## config.mk

```make
export PLATFORM = sky130hd
export DESIGN_NAME = pfbo_host
export DESIGN_NICKNAME = d
export VERILOG_FILES = /design/src/hw/pfbo_pkg.sv /design/src/hw/pfbo_sync.sv /design/src/hw/pfbo_host.sv
export SDC_FILE = /design/constraint.sdc
export NUM_CORES = 1
export LEC_CHECK = 0
export BUFFER_PORTS_ARGS = -buffer_cell sky130_fd_sc_hd__buf_4
export CAP_MARGIN = 10
export CORE_UTILIZATION = 32
export DETAILED_ROUTE_END_ITERATION = 16
export PLACE_DENSITY = 0.66
export SLEW_MARGIN = 20
export SYNTH_ARGS = -nofsm -noshare
export SYNTH_HDL_FRONTEND = slang
export SYNTH_SLANG_ARGS = --single-unit
```

## constraint.sdc

```tcl
create_clock -name clk_sys -period 2.5 [get_ports clk_sys]
set_input_delay 0.625 -clock clk_sys [delete_from_list [all_inputs] [get_ports clk_sys]]
set_output_delay 0.625 -clock clk_sys [all_outputs]
set_load 0.01 [all_outputs]
```

## src/hw/pfbo_pkg.sv

```systemverilog
package pfbo_pkg;

  // ***************************************************************
  // widths
  // ***************************************************************
  localparam int ADDR_W = 22;               // address_bus width
  localparam int DATA_W = 8;                // data_bus width

  // ***************************************************************
  // timing at 20 MHz (50 ns period)
  // ***************************************************************
  localparam int CLK_NS        = 50;
  localparam int STROBE_NS     = 120;       // low time of a read or write strobe
  localparam int STROBE_CYC    = (STROBE_NS + CLK_NS - 1) / CLK_NS;
  localparam int RESET_NS      = 500;       // low time of the device reset pin
  localparam int RESET_CYC     = (RESET_NS + CLK_NS - 1) / CLK_NS;
  localparam int RECOVER_NS    = 100;       // wait after reset release before access
  localparam int RECOVER_CYC   = (RECOVER_NS + CLK_NS - 1) / CLK_NS;
  localparam int CNT_W         = 8;

  // ***************************************************************
  // address bits for protect / unprotect selection
  // ***************************************************************
  localparam int PROT_A6 = 6;
  localparam int PROT_A1 = 1;
  localparam int PROT_A0 = 0;

  // ***************************************************************
  // host request kinds
  // ***************************************************************
  typedef enum logic [2:0]
  {
    PFBO_OP_READ      = 3'h0,
    PFBO_OP_WRITE     = 3'h1,
    PFBO_OP_RESET     = 3'h2,
    PFBO_OP_PROTECT   = 3'h3,
    PFBO_OP_UNPROTECT = 3'h4
  } pfbo_op_e;

  // ***************************************************************
  // sequencer states, gray along idle -> setup -> strobe -> hold
  // ***************************************************************
  typedef enum logic [2:0]
  {
    PFBO_ST_IDLE    = 3'b000,
    PFBO_ST_SETUP   = 3'b001,
    PFBO_ST_STROBE  = 3'b011,
    PFBO_ST_HOLD    = 3'b010,
    PFBO_ST_RSTLOW  = 3'b110,
    PFBO_ST_RECOVER = 3'b111
  } pfbo_state_e;

endpackage

```

## src/hw/pfbo_sync.sv

```systemverilog
`timescale 1ns/100ps
`default_nettype none
// three-stage input filter: output changes once stages two and three agree
module pfbo_sync
(
  input  wire logic clk_sys,
  input  wire logic reset,
  input  wire logic din,
  output var  logic dout
);

  logic [2:0] stage_reg;   // stage_reg[0] is read only by stage_reg[1]
  logic       dout_reg;    // filtered level

  // shift chain, reset to idle-high (pins here idle high)
  always_ff @(posedge clk_sys)
  begin
    if (reset)
      stage_reg <= 3'h7;
    else
      stage_reg <= {stage_reg[1:0], din};
  end

  // accept a new level only when stages two and three agree
  always_ff @(posedge clk_sys)
  begin
    if (reset)
      dout_reg <= 1'b1;
    else if (stage_reg[1] == stage_reg[2])
      dout_reg <= stage_reg[2];
  end

  assign dout = dout_reg;

endmodule
`default_nettype wire

```

## src/hw/pfbo_host.sv

```systemverilog
`timescale 1ns/100ps
`default_nettype none
// host-side sequencer that drives the flash pins
module pfbo_host
(
  input  wire logic                          clk_sys,
  input  wire logic                          reset,
  // user request port
  input  wire logic                          req_valid,
  input  wire pfbo_pkg::pfbo_op_e            req_op,
  input  wire logic [pfbo_pkg::ADDR_W-1:0]   req_addr,
  input  wire logic [pfbo_pkg::DATA_W-1:0]   req_wdata,
  input  wire logic                          boost_en,
  output logic                               req_ready,
  output logic                               rsp_valid,
  output logic [pfbo_pkg::DATA_W-1:0]        rsp_rdata,
  output logic                               flash_busy,
  // flash pins
  output logic                               chip_sel_n,
  output logic                               out_en_n,
  output logic                               write_en_n,
  output logic                               reset_n,
  output logic                               reset_hv,
  output logic                               program_boost_pin,
  output logic [pfbo_pkg::ADDR_W-1:0]        address_bus,
  input  wire logic [pfbo_pkg::DATA_W-1:0]   data_bus_i,
  output logic [pfbo_pkg::DATA_W-1:0]        data_bus_o,
  output logic                               data_bus_oe,
  input  wire logic                          ready_busy_n
);
  import pfbo_pkg::*;

  // ***************************************************************
  // registers
  // ***************************************************************
  pfbo_state_e          state_reg, state_next;  // sequencer state
  pfbo_op_e             op_reg;                 // operation in flight
  logic [CNT_W-1:0]     cnt_reg;                // cycle counter
  logic                 ce_n_reg, oe_n_reg, we_n_reg;
  logic                 rst_n_reg, rst_hv_reg, boost_reg;
  logic [ADDR_W-1:0]    addr_reg;
  logic [DATA_W-1:0]    wdata_reg, rdata_reg;
  logic                 doe_reg;                // host drives data_bus
  logic                 rsp_reg;
  logic                 rdy_busy_s;             // filtered ready_busy_n

  // busy pin comes from another domain, so filter it
  pfbo_sync u_rb_sync
  (
    .clk_sys (clk_sys),
    .reset   (reset),
    .din     (ready_busy_n),
    .dout    (rdy_busy_s)
  );

  // ***************************************************************
  // decode
  // ***************************************************************
  wire take      = (state_reg == PFBO_ST_IDLE) & req_valid;
  // on the take edge op_reg still holds the previous op; decode the incoming one
  // there, or the high-voltage flag and data drive would follow a stale request
  pfbo_op_e             op_cur;
  assign op_cur  = take ? req_op : op_reg;
  wire is_read   = (op_cur == PFBO_OP_READ);
  wire is_prot   = (op_cur == PFBO_OP_PROTECT);
  wire is_unprot = (op_cur == PFBO_OP_UNPROTECT);
  wire is_hv     = is_prot | is_unprot;
  wire cnt_done  = (cnt_reg == '0);

  // build protect / unprotect address pattern on the low bits
  function automatic logic [ADDR_W-1:0] prot_addr(input logic [ADDR_W-1:0] a,
                                                  input logic unprot);
    logic [ADDR_W-1:0] r;
    r          = a;
    r[PROT_A6] = unprot;
    r[PROT_A1] = 1'b1;
    r[PROT_A0] = 1'b0;
    return r;
  endfunction

  // ***************************************************************
  // next state
  // ***************************************************************
  always_comb
  begin
    state_next = state_reg;
    case (state_reg)
      PFBO_ST_IDLE:
        if (req_valid)
          state_next = (req_op == PFBO_OP_RESET) ? PFBO_ST_RSTLOW : PFBO_ST_SETUP;
      PFBO_ST_SETUP:
        state_next = PFBO_ST_STROBE;
      PFBO_ST_STROBE:
        if (cnt_done)
          state_next = PFBO_ST_HOLD;
      PFBO_ST_HOLD:
        state_next = PFBO_ST_IDLE;
      PFBO_ST_RSTLOW:
        if (cnt_done)
          state_next = PFBO_ST_RECOVER;
      PFBO_ST_RECOVER:
        if (cnt_done)
          state_next = PFBO_ST_IDLE;
      default:
        state_next = PFBO_ST_IDLE;
    endcase
  end

  // state register
  always_ff @(posedge clk_sys)
  begin
    if (reset)
      state_reg <= PFBO_ST_IDLE;
    else
      state_reg <= state_next;
  end

  // latch request fields on acceptance
  always_ff @(posedge clk_sys)
  begin
    if (reset)
    begin
      op_reg    <= PFBO_OP_READ;
      addr_reg  <= '0;
      wdata_reg <= '0;
    end
    else if (take)
    begin
      op_reg    <= req_op;
      addr_reg  <= (req_op == PFBO_OP_PROTECT || req_op == PFBO_OP_UNPROTECT) ?
                   prot_addr(req_addr, req_op == PFBO_OP_UNPROTECT) : req_addr;
      wdata_reg <= req_wdata;
    end
  end

  // cycle counter: loaded on entry to timed states
  always_ff @(posedge clk_sys)
  begin
    if (reset)
      cnt_reg <= '0;
    else if (take && req_op == PFBO_OP_RESET)
      cnt_reg <= CNT_W'(RESET_CYC - 1);
    else if (state_reg == PFBO_ST_SETUP)
      cnt_reg <= CNT_W'(STROBE_CYC - 1);
    else if (state_reg == PFBO_ST_RSTLOW && cnt_done)
      cnt_reg <= CNT_W'(RECOVER_CYC - 1);
    else if (!cnt_done)
      cnt_reg <= cnt_reg - 1'b1;
  end

  // ***************************************************************
  // pin drive
  // ***************************************************************
  wire strobe_nx = (state_next == PFBO_ST_STROBE);
  wire sel_nx    = (state_next == PFBO_ST_SETUP) | strobe_nx | (state_next == PFBO_ST_HOLD);

  // control strobes; idle leaves chip deselected
  always_ff @(posedge clk_sys)
  begin
    if (reset)
    begin
      ce_n_reg <= 1'b1;
      oe_n_reg <= 1'b1;
      we_n_reg <= 1'b1;
    end
    else
    begin
      ce_n_reg <= ~sel_nx;
      oe_n_reg <= ~(strobe_nx & is_read);
      we_n_reg <= ~(strobe_nx & ~is_read);
    end
  end

  // reset pin: low for the pulse, high-voltage flag for protect modes
  always_ff @(posedge clk_sys)
  begin
    if (reset)
    begin
      rst_n_reg  <= 1'b0;
      rst_hv_reg <= 1'b0;
    end
    else
    begin
      rst_n_reg  <= (state_next != PFBO_ST_RSTLOW);
      rst_hv_reg <= sel_nx & is_hv & (state_next != PFBO_ST_RSTLOW);
    end
  end

  // boost pin follows user enable; unlock-bypass two-write pairs are user-sequenced
  always_ff @(posedge clk_sys)
  begin
    if (reset)
      boost_reg <= 1'b0;
    else
      boost_reg <= boost_en;
  end

  // data bus drive only while writing and output enable high
  always_ff @(posedge clk_sys)
  begin
    if (reset)
      doe_reg <= 1'b0;
    else
      doe_reg <= sel_nx & ~is_read & (state_next != PFBO_ST_RSTLOW);
  end

  // capture read data at the end of the strobe
  always_ff @(posedge clk_sys)
  begin
    if (reset)
    begin
      rdata_reg <= '0;
      rsp_reg   <= 1'b0;
    end
    else
    begin
      rsp_reg <= (state_reg == PFBO_ST_STROBE) & cnt_done & is_read;
      if ((state_reg == PFBO_ST_STROBE) && cnt_done && is_read)
        rdata_reg <= data_bus_i;
    end
  end

  // ready goes low on acceptance; registered for flop-driven output
  logic rdy_reg;
  always_ff @(posedge clk_sys)
  begin
    if (reset)
      rdy_reg <= 1'b0;
    else
      rdy_reg <= (state_next == PFBO_ST_IDLE);
  end

  // busy level, filtered; inverted so 1 means busy
  logic busy_reg;
  always_ff @(posedge clk_sys)
  begin
    if (reset)
      busy_reg <= 1'b0;
    else
      busy_reg <= ~rdy_busy_s;
  end

  assign req_ready         = rdy_reg;
  assign rsp_valid         = rsp_reg;
  assign rsp_rdata         = rdata_reg;
  assign flash_busy        = busy_reg;
  assign chip_sel_n        = ce_n_reg;
  assign out_en_n          = oe_n_reg;
  assign write_en_n        = we_n_reg;
  assign reset_n           = rst_n_reg;
  assign reset_hv          = rst_hv_reg;
  assign program_boost_pin = boost_reg;
  assign address_bus       = addr_reg;
  assign data_bus_o        = wdata_reg;
  assign data_bus_oe       = doe_reg;

endmodule
`default_nettype wire

```

==> run summary, run 1 <==
crit-path cells -> inv_1, ha_1, or3b_2, o21ai_0, a21oi_1, or4_1
cell depth of the worst setup path -> 6
Tmin final -> 2080 ps
worst-path fanout max -> 7
# clock sinks -> 66
largest net degree at the start of global routing -> 61
Overflow after GRT -> 0
Critical Path AT -> 2290 ps
Final Cycle Share -> 0.832
fmax -> 481 MHz
TritonCTS clock tree -> done
status -> finished clean
Area contributors post-synth -> dfxtp_1, nand2_1, a21oi_1
commonest non-fill, non-tap cell in the layout -> buf_4
Final Hold Fails -> 0
Worst-path clk slew -> 70 ps
PortBufs -> 93
clk_lat worst skew -> 330 ps
total number of vias -> 2284
hold buffer count at cts -> 0
layout cells sized above 1 -> 0.313
IO Count -> 94
Worst-Margin Slew -> 607 ps
initial antenna violation count -> 0
DIE WIDTH -> 90.7 um
most frequent cells in the layout -> buf_4, nand2_1, dfxtp_1
Total Nets Final -> 430
CP peak stage delay -> 500 ps
crit path capture type -> flop
total track usage -> 0.151
crit path buf inv count -> 1
hold depth -> 1
ANT nets after route -> 0
RSZ-0062 raised after global routing -> no
root buffer cell -> clkbuf_8
Layout fillers -> 738
max-slew violations -> 0
Final Routed Wirelength -> 5940 um
Core Area -> 7410 um2
Max IR drop VDD -> 354 uV
WS Path Type -> reg -> reg
r2r worst-path depth -> 6
Max-Cap Viols -> 0
leading area contributor after synthesis -> dfxtp_1
drt first-iter violations -> 125
die area -> 8220 um2
drc violations -> 0
drt wl/cell -> 12.2 um
slowest stage cell, crit path -> or4_1
Rel. slew slack -> 0.595
post-layout power -> 3.26 mW
first-pass GRT wire length -> 9850 um
synthesized area -> 2520 um2
# Post-CTS Setup Buffers -> 0
Placer Congestion -> 0.887
post-synthesis register bit count -> 66
syn nets -> 338
Setup violations, final -> 0
CP top delay family -> simple AND/OR/NAND/NOR gates
number of global-route vias before repair -> 2131
DIE HEIGHT -> 90.7 um
Clock Skew -> 6.31 ps
Most used DFF post-synth -> dfxtp_1
Starting Density -> 0.340
CTS Buf Count -> 9
EDFF count, synth -> 0
Cell Pwr Density -> 935 nW/um2
Rows -> 31
Post-Synthesis Cells -> 290
Worst Setup Start Kind -> flop
cts repair resizes -> 0
Mean Syn Cell Area -> 8.68 um2
Synth Warn # -> 0
Synth top area share -> 0.525
Vias/cell -> 4.71
HP Class -> reg -> reg
Worst EP required -> 2710 ps
CTS Buffer Depth -> 2
max FFs per register -> 22
CTS H-tree depth -> 3
Async S/R FF share, synth -> 0
number of inserted diodes -> 0
DP HPWL -> 4060 um
Leak -> 1.56 nW
Seq/Total Area, Yosys -> 0.525
P&R area growth vs syn -> 38.6%
Setup Total Neg Slack -> 0 ps
Yosys cell types -> 42
total iterations of the first detailed-routing run -> 4
-- worst register-to-register path, cell delays in order, from the launching register on --
cell	delay, ps
dfxtp_1	350
inv_1	90
ha_1	170
or3b_2	480
o21ai_0	190
a21oi_1	180
or4_1	500
-- routing by layer --
metal,up-vias,share of wire,global-route usage
met4,0,0.026,0.0712
met3,16,0.079,0.0547
met5,-,0,0
li1,1164,-,-
met1,1013,0.47,0.196
met2,91,0.43,0.223
-- power by group --
group	total [mW]	leakage (nW)	switching [mW]	internal, mW
combinational	1.05	0.926	0.561	0.494
clock	0.855	0.0962	0.376	0.480
sequential	1.35	0.541	0.124	1.22
total	3.26	1.56	1.06	2.20
-- stage by stage --
| stage | setup WS [ps] | hold slack [ps] | area (um2) | std cells | util |
|---|---|---|---|---|---|
| 2_1_floorplan | 497 | 389 | 2520 | 290 | - |
| 3_3_place_gp | 246 | 395 | 3300 | 470 | 0.446 |
| 3_5_place_dp | 212 | 401 | 3300 | 470 | 0.446 |
| 4_1_cts | 428 | 418 | 3490 | 485 | 0.471 |
| 5_1_grt | 298 | 428 | 3490 | 485 | 0.471 |
| 6_report | 420 | 414 | 3490 | 485 | 0.471 |
-- final timing paths --
| path | slack, ps | start | endpoint |
|---|---|---|---|
| worst max-delay path | 420 | cnt_reg[0] | write_en_n |
| worst min-delay path | 410 | u_rb_sync.stage_reg[0] | u_rb_sync.stage_reg[1] |
| worst max register to register | 420 | cnt_reg[0] | write_en_n |
| worst min register to register | 410 | u_rb_sync.stage_reg[0] | u_rb_sync.stage_reg[1] |
-- layout make-up --
| cell class | count | area, um2 | area share |
|---|---|---|---|
| tap | 99 | 124 | 0.0355 |
| sequential | 66 | 1320 | 0.379 |
| inverter | 3 | 11.3 | 0.00323 |
| clock buffer | 12 | 145 | 0.0416 |
| timing repair buffer | 98 | 736 | 0.211 |
| multi-input combinational | 204 | 1110 | 0.318 |
| clock inverter | 3 | 40.0 | 0.0115 |
-- synthesized netlist by cell type (2+ instances only) --
master    instances
nand2_1          71
dfxtp_1          66
a21oi_1          37
nor2_1           26
clkbuf_1         14
o21ai_0           9
mux2i_1           8
nor3_1            5
a211oi_1          4
inv_1             3
or2_2             3
or3_1             3
or3b_2            3
xnor2_1           3
buf_6             2
ha_1              2
nand2b_1          2
nor4_1            2
o211ai_1          2
or4_1             2
xor2_1            2
-- logic make-up (layout without fill, tap and decap cells) --
family          count (synthesis)  count (layout)  share of synthesized area
xor+xnor                        5               5                     0.0174
fa+ha+maj                       2               2                    0.00994
flops                          66              66                      0.525
buf+inv                        20             116                     0.0363
mux                             9               9                     0.0363
compound gates                 59              59                      0.139
simple gates                  129             129                      0.236
(Power assumes the default switching activity.)
==> run 2: changes to the inputs <==
- ABC_AREA: unset -> 1
- PLACE_DENSITY: 0.66 -> 0.65
- clock period: 2.5 -> 2.17 ns (I/O delays scaled with it)
==> run 2 against run 1 <==
Effect of this change:
- largest power group unchanged
- sequential share of layout area shrank 2.0 points
- sequential cell count is the same
- register-to-register slack gained 120 ps
- maximum frequency grew 28%
- routed wire length grew 5.7%
==> run summary, run 2 <==
status -> finished clean
Vias/cell -> 4.50 (-4.4%)
fmax -> 614 MHz (+28%)
Tmin final -> 1630 ps (-451 ps)
Worst-Margin Slew -> 354 ps (-253 ps)
cell area after layout -> 3680 um2 (+5.5%)
IO Count -> 94 (unchanged)
Post-synth top cells -> nand2_1, dfxtp_1, nor2_1
initial antenna violation count -> 0 (unchanged)
Leak -> 1.76 nW (+12%)
Cell Pwr Density -> 987 nW/um2 (+5.6%)
P&R area growth vs syn -> 38.7% (about the same)
crit-path cells -> inv_1, ha_1, nand3_1, nor2_4, o21ai_0, nor2_1, nand2_1, nand2_2, nor2_1
number of global-route vias before repair -> 2312 (+8.5%)
Final Routed Wirelength -> 6280 um (+5.7%)
Core Area -> 7890 um2 (+6.5%)
Seq pwr share -> 0.398 (-0.016)
Most used DFF post-synth -> dfxtp_1
Setup Total Neg Slack -> 0 ps (unchanged)
synthesized area -> 2650 um2 (+5.5%)
root buffer cell -> clkbuf_8
max FFs per register -> 22 (unchanged)
XOR/XNOR share of the synthesized area -> 0 (-0.0174)
largest family of logic cells by synthesized area -> simple AND/OR/NAND/NOR gates
combinational power share -> 0.284 (-0.040)
CP peak stage delay -> 320 ps (-180 ps)
post-layout power -> 3.63 mW (+11%)
mux share of post-synthesis cell area -> 0 (-0.0363)
crit path capture type -> flop
Rel. slew slack -> 0.762 (+0.167)
EDFF count, synth -> 0 (unchanged)
clk_lat worst skew -> 330 ps (about the same)
ANT nets after route -> 0 (unchanged)
count leader, synth -> nand2_1
Post-DP Area -> 3450 um2 (+4.5%)
Placer Congestion -> 0.868 (-2.2%)
WS Path Type -> reg -> reg
layout cells sized above 1 -> 0.291 (-0.0224)
Synth top area share -> 0.498 (-0.0272)
Worst-path clk slew -> 70 ps (about the same)
Setup violations, final -> 0 (unchanged)
drt wl/cell -> 11.4 um (-7.2%)
largest net degree at the start of global routing -> 28 (-54%)
slowest stage cell, crit path -> dfxtp_1
number of inserted diodes -> 0 (unchanged)
Async S/R FF share, synth -> 0 (unchanged)
RSZ-0062 raised after global routing -> no
DP HPWL -> 4700 um (+16%)
Post-Synthesis Cells -> 350 (+21%)
compound-gate portion of the synthesized area -> 0.0929 (-0.0464)
Rows -> 32 (+3.2%)
PortBufs -> 93 (unchanged)
critical path's most frequent cell -> nor2_1
CTS H-tree depth -> 3 (unchanged)
hold buffer count at cts -> 0 (unchanged)
drc violations -> 0 (unchanged)
Synth Area in Adders -> 0.0132 (+0.00326)
Layout fillers -> 811 (+9.9%)
# Post-CTS Setup Buffers -> 0 (unchanged)
Seq/Total Area, Yosys -> 0.498 (-0.0272)
most frequent cells in the layout -> buf_4, nand2_1, dfxtp_1
Total Nets Final -> 493 (+15%)
CP top delay family -> simple AND/OR/NAND/NOR gates
total internal power -> 2.46 mW (+12%)
leading area contributor after synthesis -> dfxtp_1
sw frac -> 0.324 (-0.00177)
total iterations of the first detailed-routing run -> 4 (unchanged)
total number of vias -> 2486 (+8.8%)
max-slew violations -> 0 (unchanged)
clock power share -> 0.317 (+0.054)
Final Hold Fails -> 0 (unchanged)
Area contributors post-synth -> dfxtp_1, nand2_1, a21oi_1
Mean Syn Cell Area -> 7.58 um2 (-13%)
drt first-iter violations -> 134 (+7.2%)
Starting Density -> 0.336 (-0.00319)
post-synthesis simple-gate area fraction -> 0.316 (+0.0807)
CTS Buffer Depth -> 2 (unchanged)
die area -> 8660 um2 (+5.3%)
NetSw -> 1.18 mW (+11%)
Max-Cap Viols -> 0 (unchanged)
Synth Warn # -> 0 (unchanged)
crit path buf inv count -> 1 (unchanged)
Worst EP required -> 2400 ps (-310 ps)
Final Cycle Share -> 0.751 (-0.0814)
worst-path fanout max -> 9 (+2)
DIE HEIGHT -> 93.1 um (+2.6%)
hold_ws -> 385 ps (-28.4 ps)
Max IR drop VDD -> 466 uV (+32%)
first-pass GRT wire length -> 10100 um (+2.5%)
cts repair resizes -> 0 (unchanged)
post-synthesis register bit count -> 66 (unchanged)
total track usage -> 0.148 (-0.00336)
Worst Setup Start Kind -> flop
TritonCTS clock tree -> done
CTS Buf Count -> 9 (unchanged)
Clock Skew -> 7.99 ps (+1.68 ps)
Yosys cell types -> 28 (-33%)
syn nets -> 398 (+18%)
# clock sinks -> 66 (unchanged)
HP Class -> in -> reg
commonest non-fill, non-tap cell in the layout -> buf_4
Overflow after GRT -> 0 (unchanged)
Critical Path AT -> 1860 ps (-430 ps)
DIE WIDTH -> 93.1 um (+2.6%)
run 2: power groups by stage:
stage | Combinational, mW | Clock [mW] | Sequential, mW
3_3_place_gp | 1.01 | 0 | 1.47
6_report | 1.03 | 1.15 | 1.45
5_1_grt | 1.18 | 1.24 | 1.47
4_1_cts | 1.04 | 1.19 | 1.45
3_5_place_dp | 1.04 | 0 | 1.47
2_1_floorplan | 0.700 | 0 | 1.49
run 2: cell families (layout without fill, tap and decap cells):
logic type      count (synthesis)  count (layout)
fa+ha+maj                       3               3
simple gates                  180             180
compound gates                 48              48
buf+inv                        53             153
flops                          66              66
run 2: final cells by class:
| type | instances | area (um2) | area share |
|---|---|---|---|
| clock inverter | 5 | 86.3 | 0.0235 |
| sequential | 66 | 1320 | 0.359 |
| multi-input combinational | 231 | 1120 | 0.305 |
| timing repair buffer | 98 | 736 | 0.200 |
| tap | 102 | 128 | 0.0347 |
| clock buffer | 11 | 141 | 0.0384 |
| inverter | 39 | 146 | 0.0398 |
run 2: per-stage QoR:
stage | setup slack [ps] | util | instances
detailed placement | 509 | 0.438 | 536
floorplan | 617 | - | 350
finish | 541 | 0.467 | 552
global placement | 556 | 0.438 | 536
global route | 335 | 0.467 | 552
CTS | 543 | 0.467 | 552
run 2: worst register-to-register path: cells and delay by family, from the launching register on:
kind                       cells  cell delay (ps)
AOI/OAI and AO/OA              1              110
adders and majority gates      1              180
buffers and inverters          1              130
DFF                            1              320
and+or+nand+nor                6              790
run 2: final timing paths:
kind | start | endpoint | slack (ps) | cells past startpoint
worst min-delay path | ready_busy_n | u_rb_sync.stage_reg[0] | 390 | 2
worst max register to register | cnt_reg[0] | data_bus_oe | 540 | 9
worst max-delay path | cnt_reg[0] | data_bus_oe | 540 | 9
worst min register to register | u_rb_sync.stage_reg[0] | u_rb_sync.stage_reg[1] | 420 | 1
run 2: layer usage:
| metal | track usage | part of all wire |
|---|---|---|
| met5 | 0 | 0 |
| met4 | 0.0782 | 0.019 |
| met3 | 0.0374 | 0.054 |
| met2 | 0.240 | 0.47 |
| met1 | 0.180 | 0.46 |
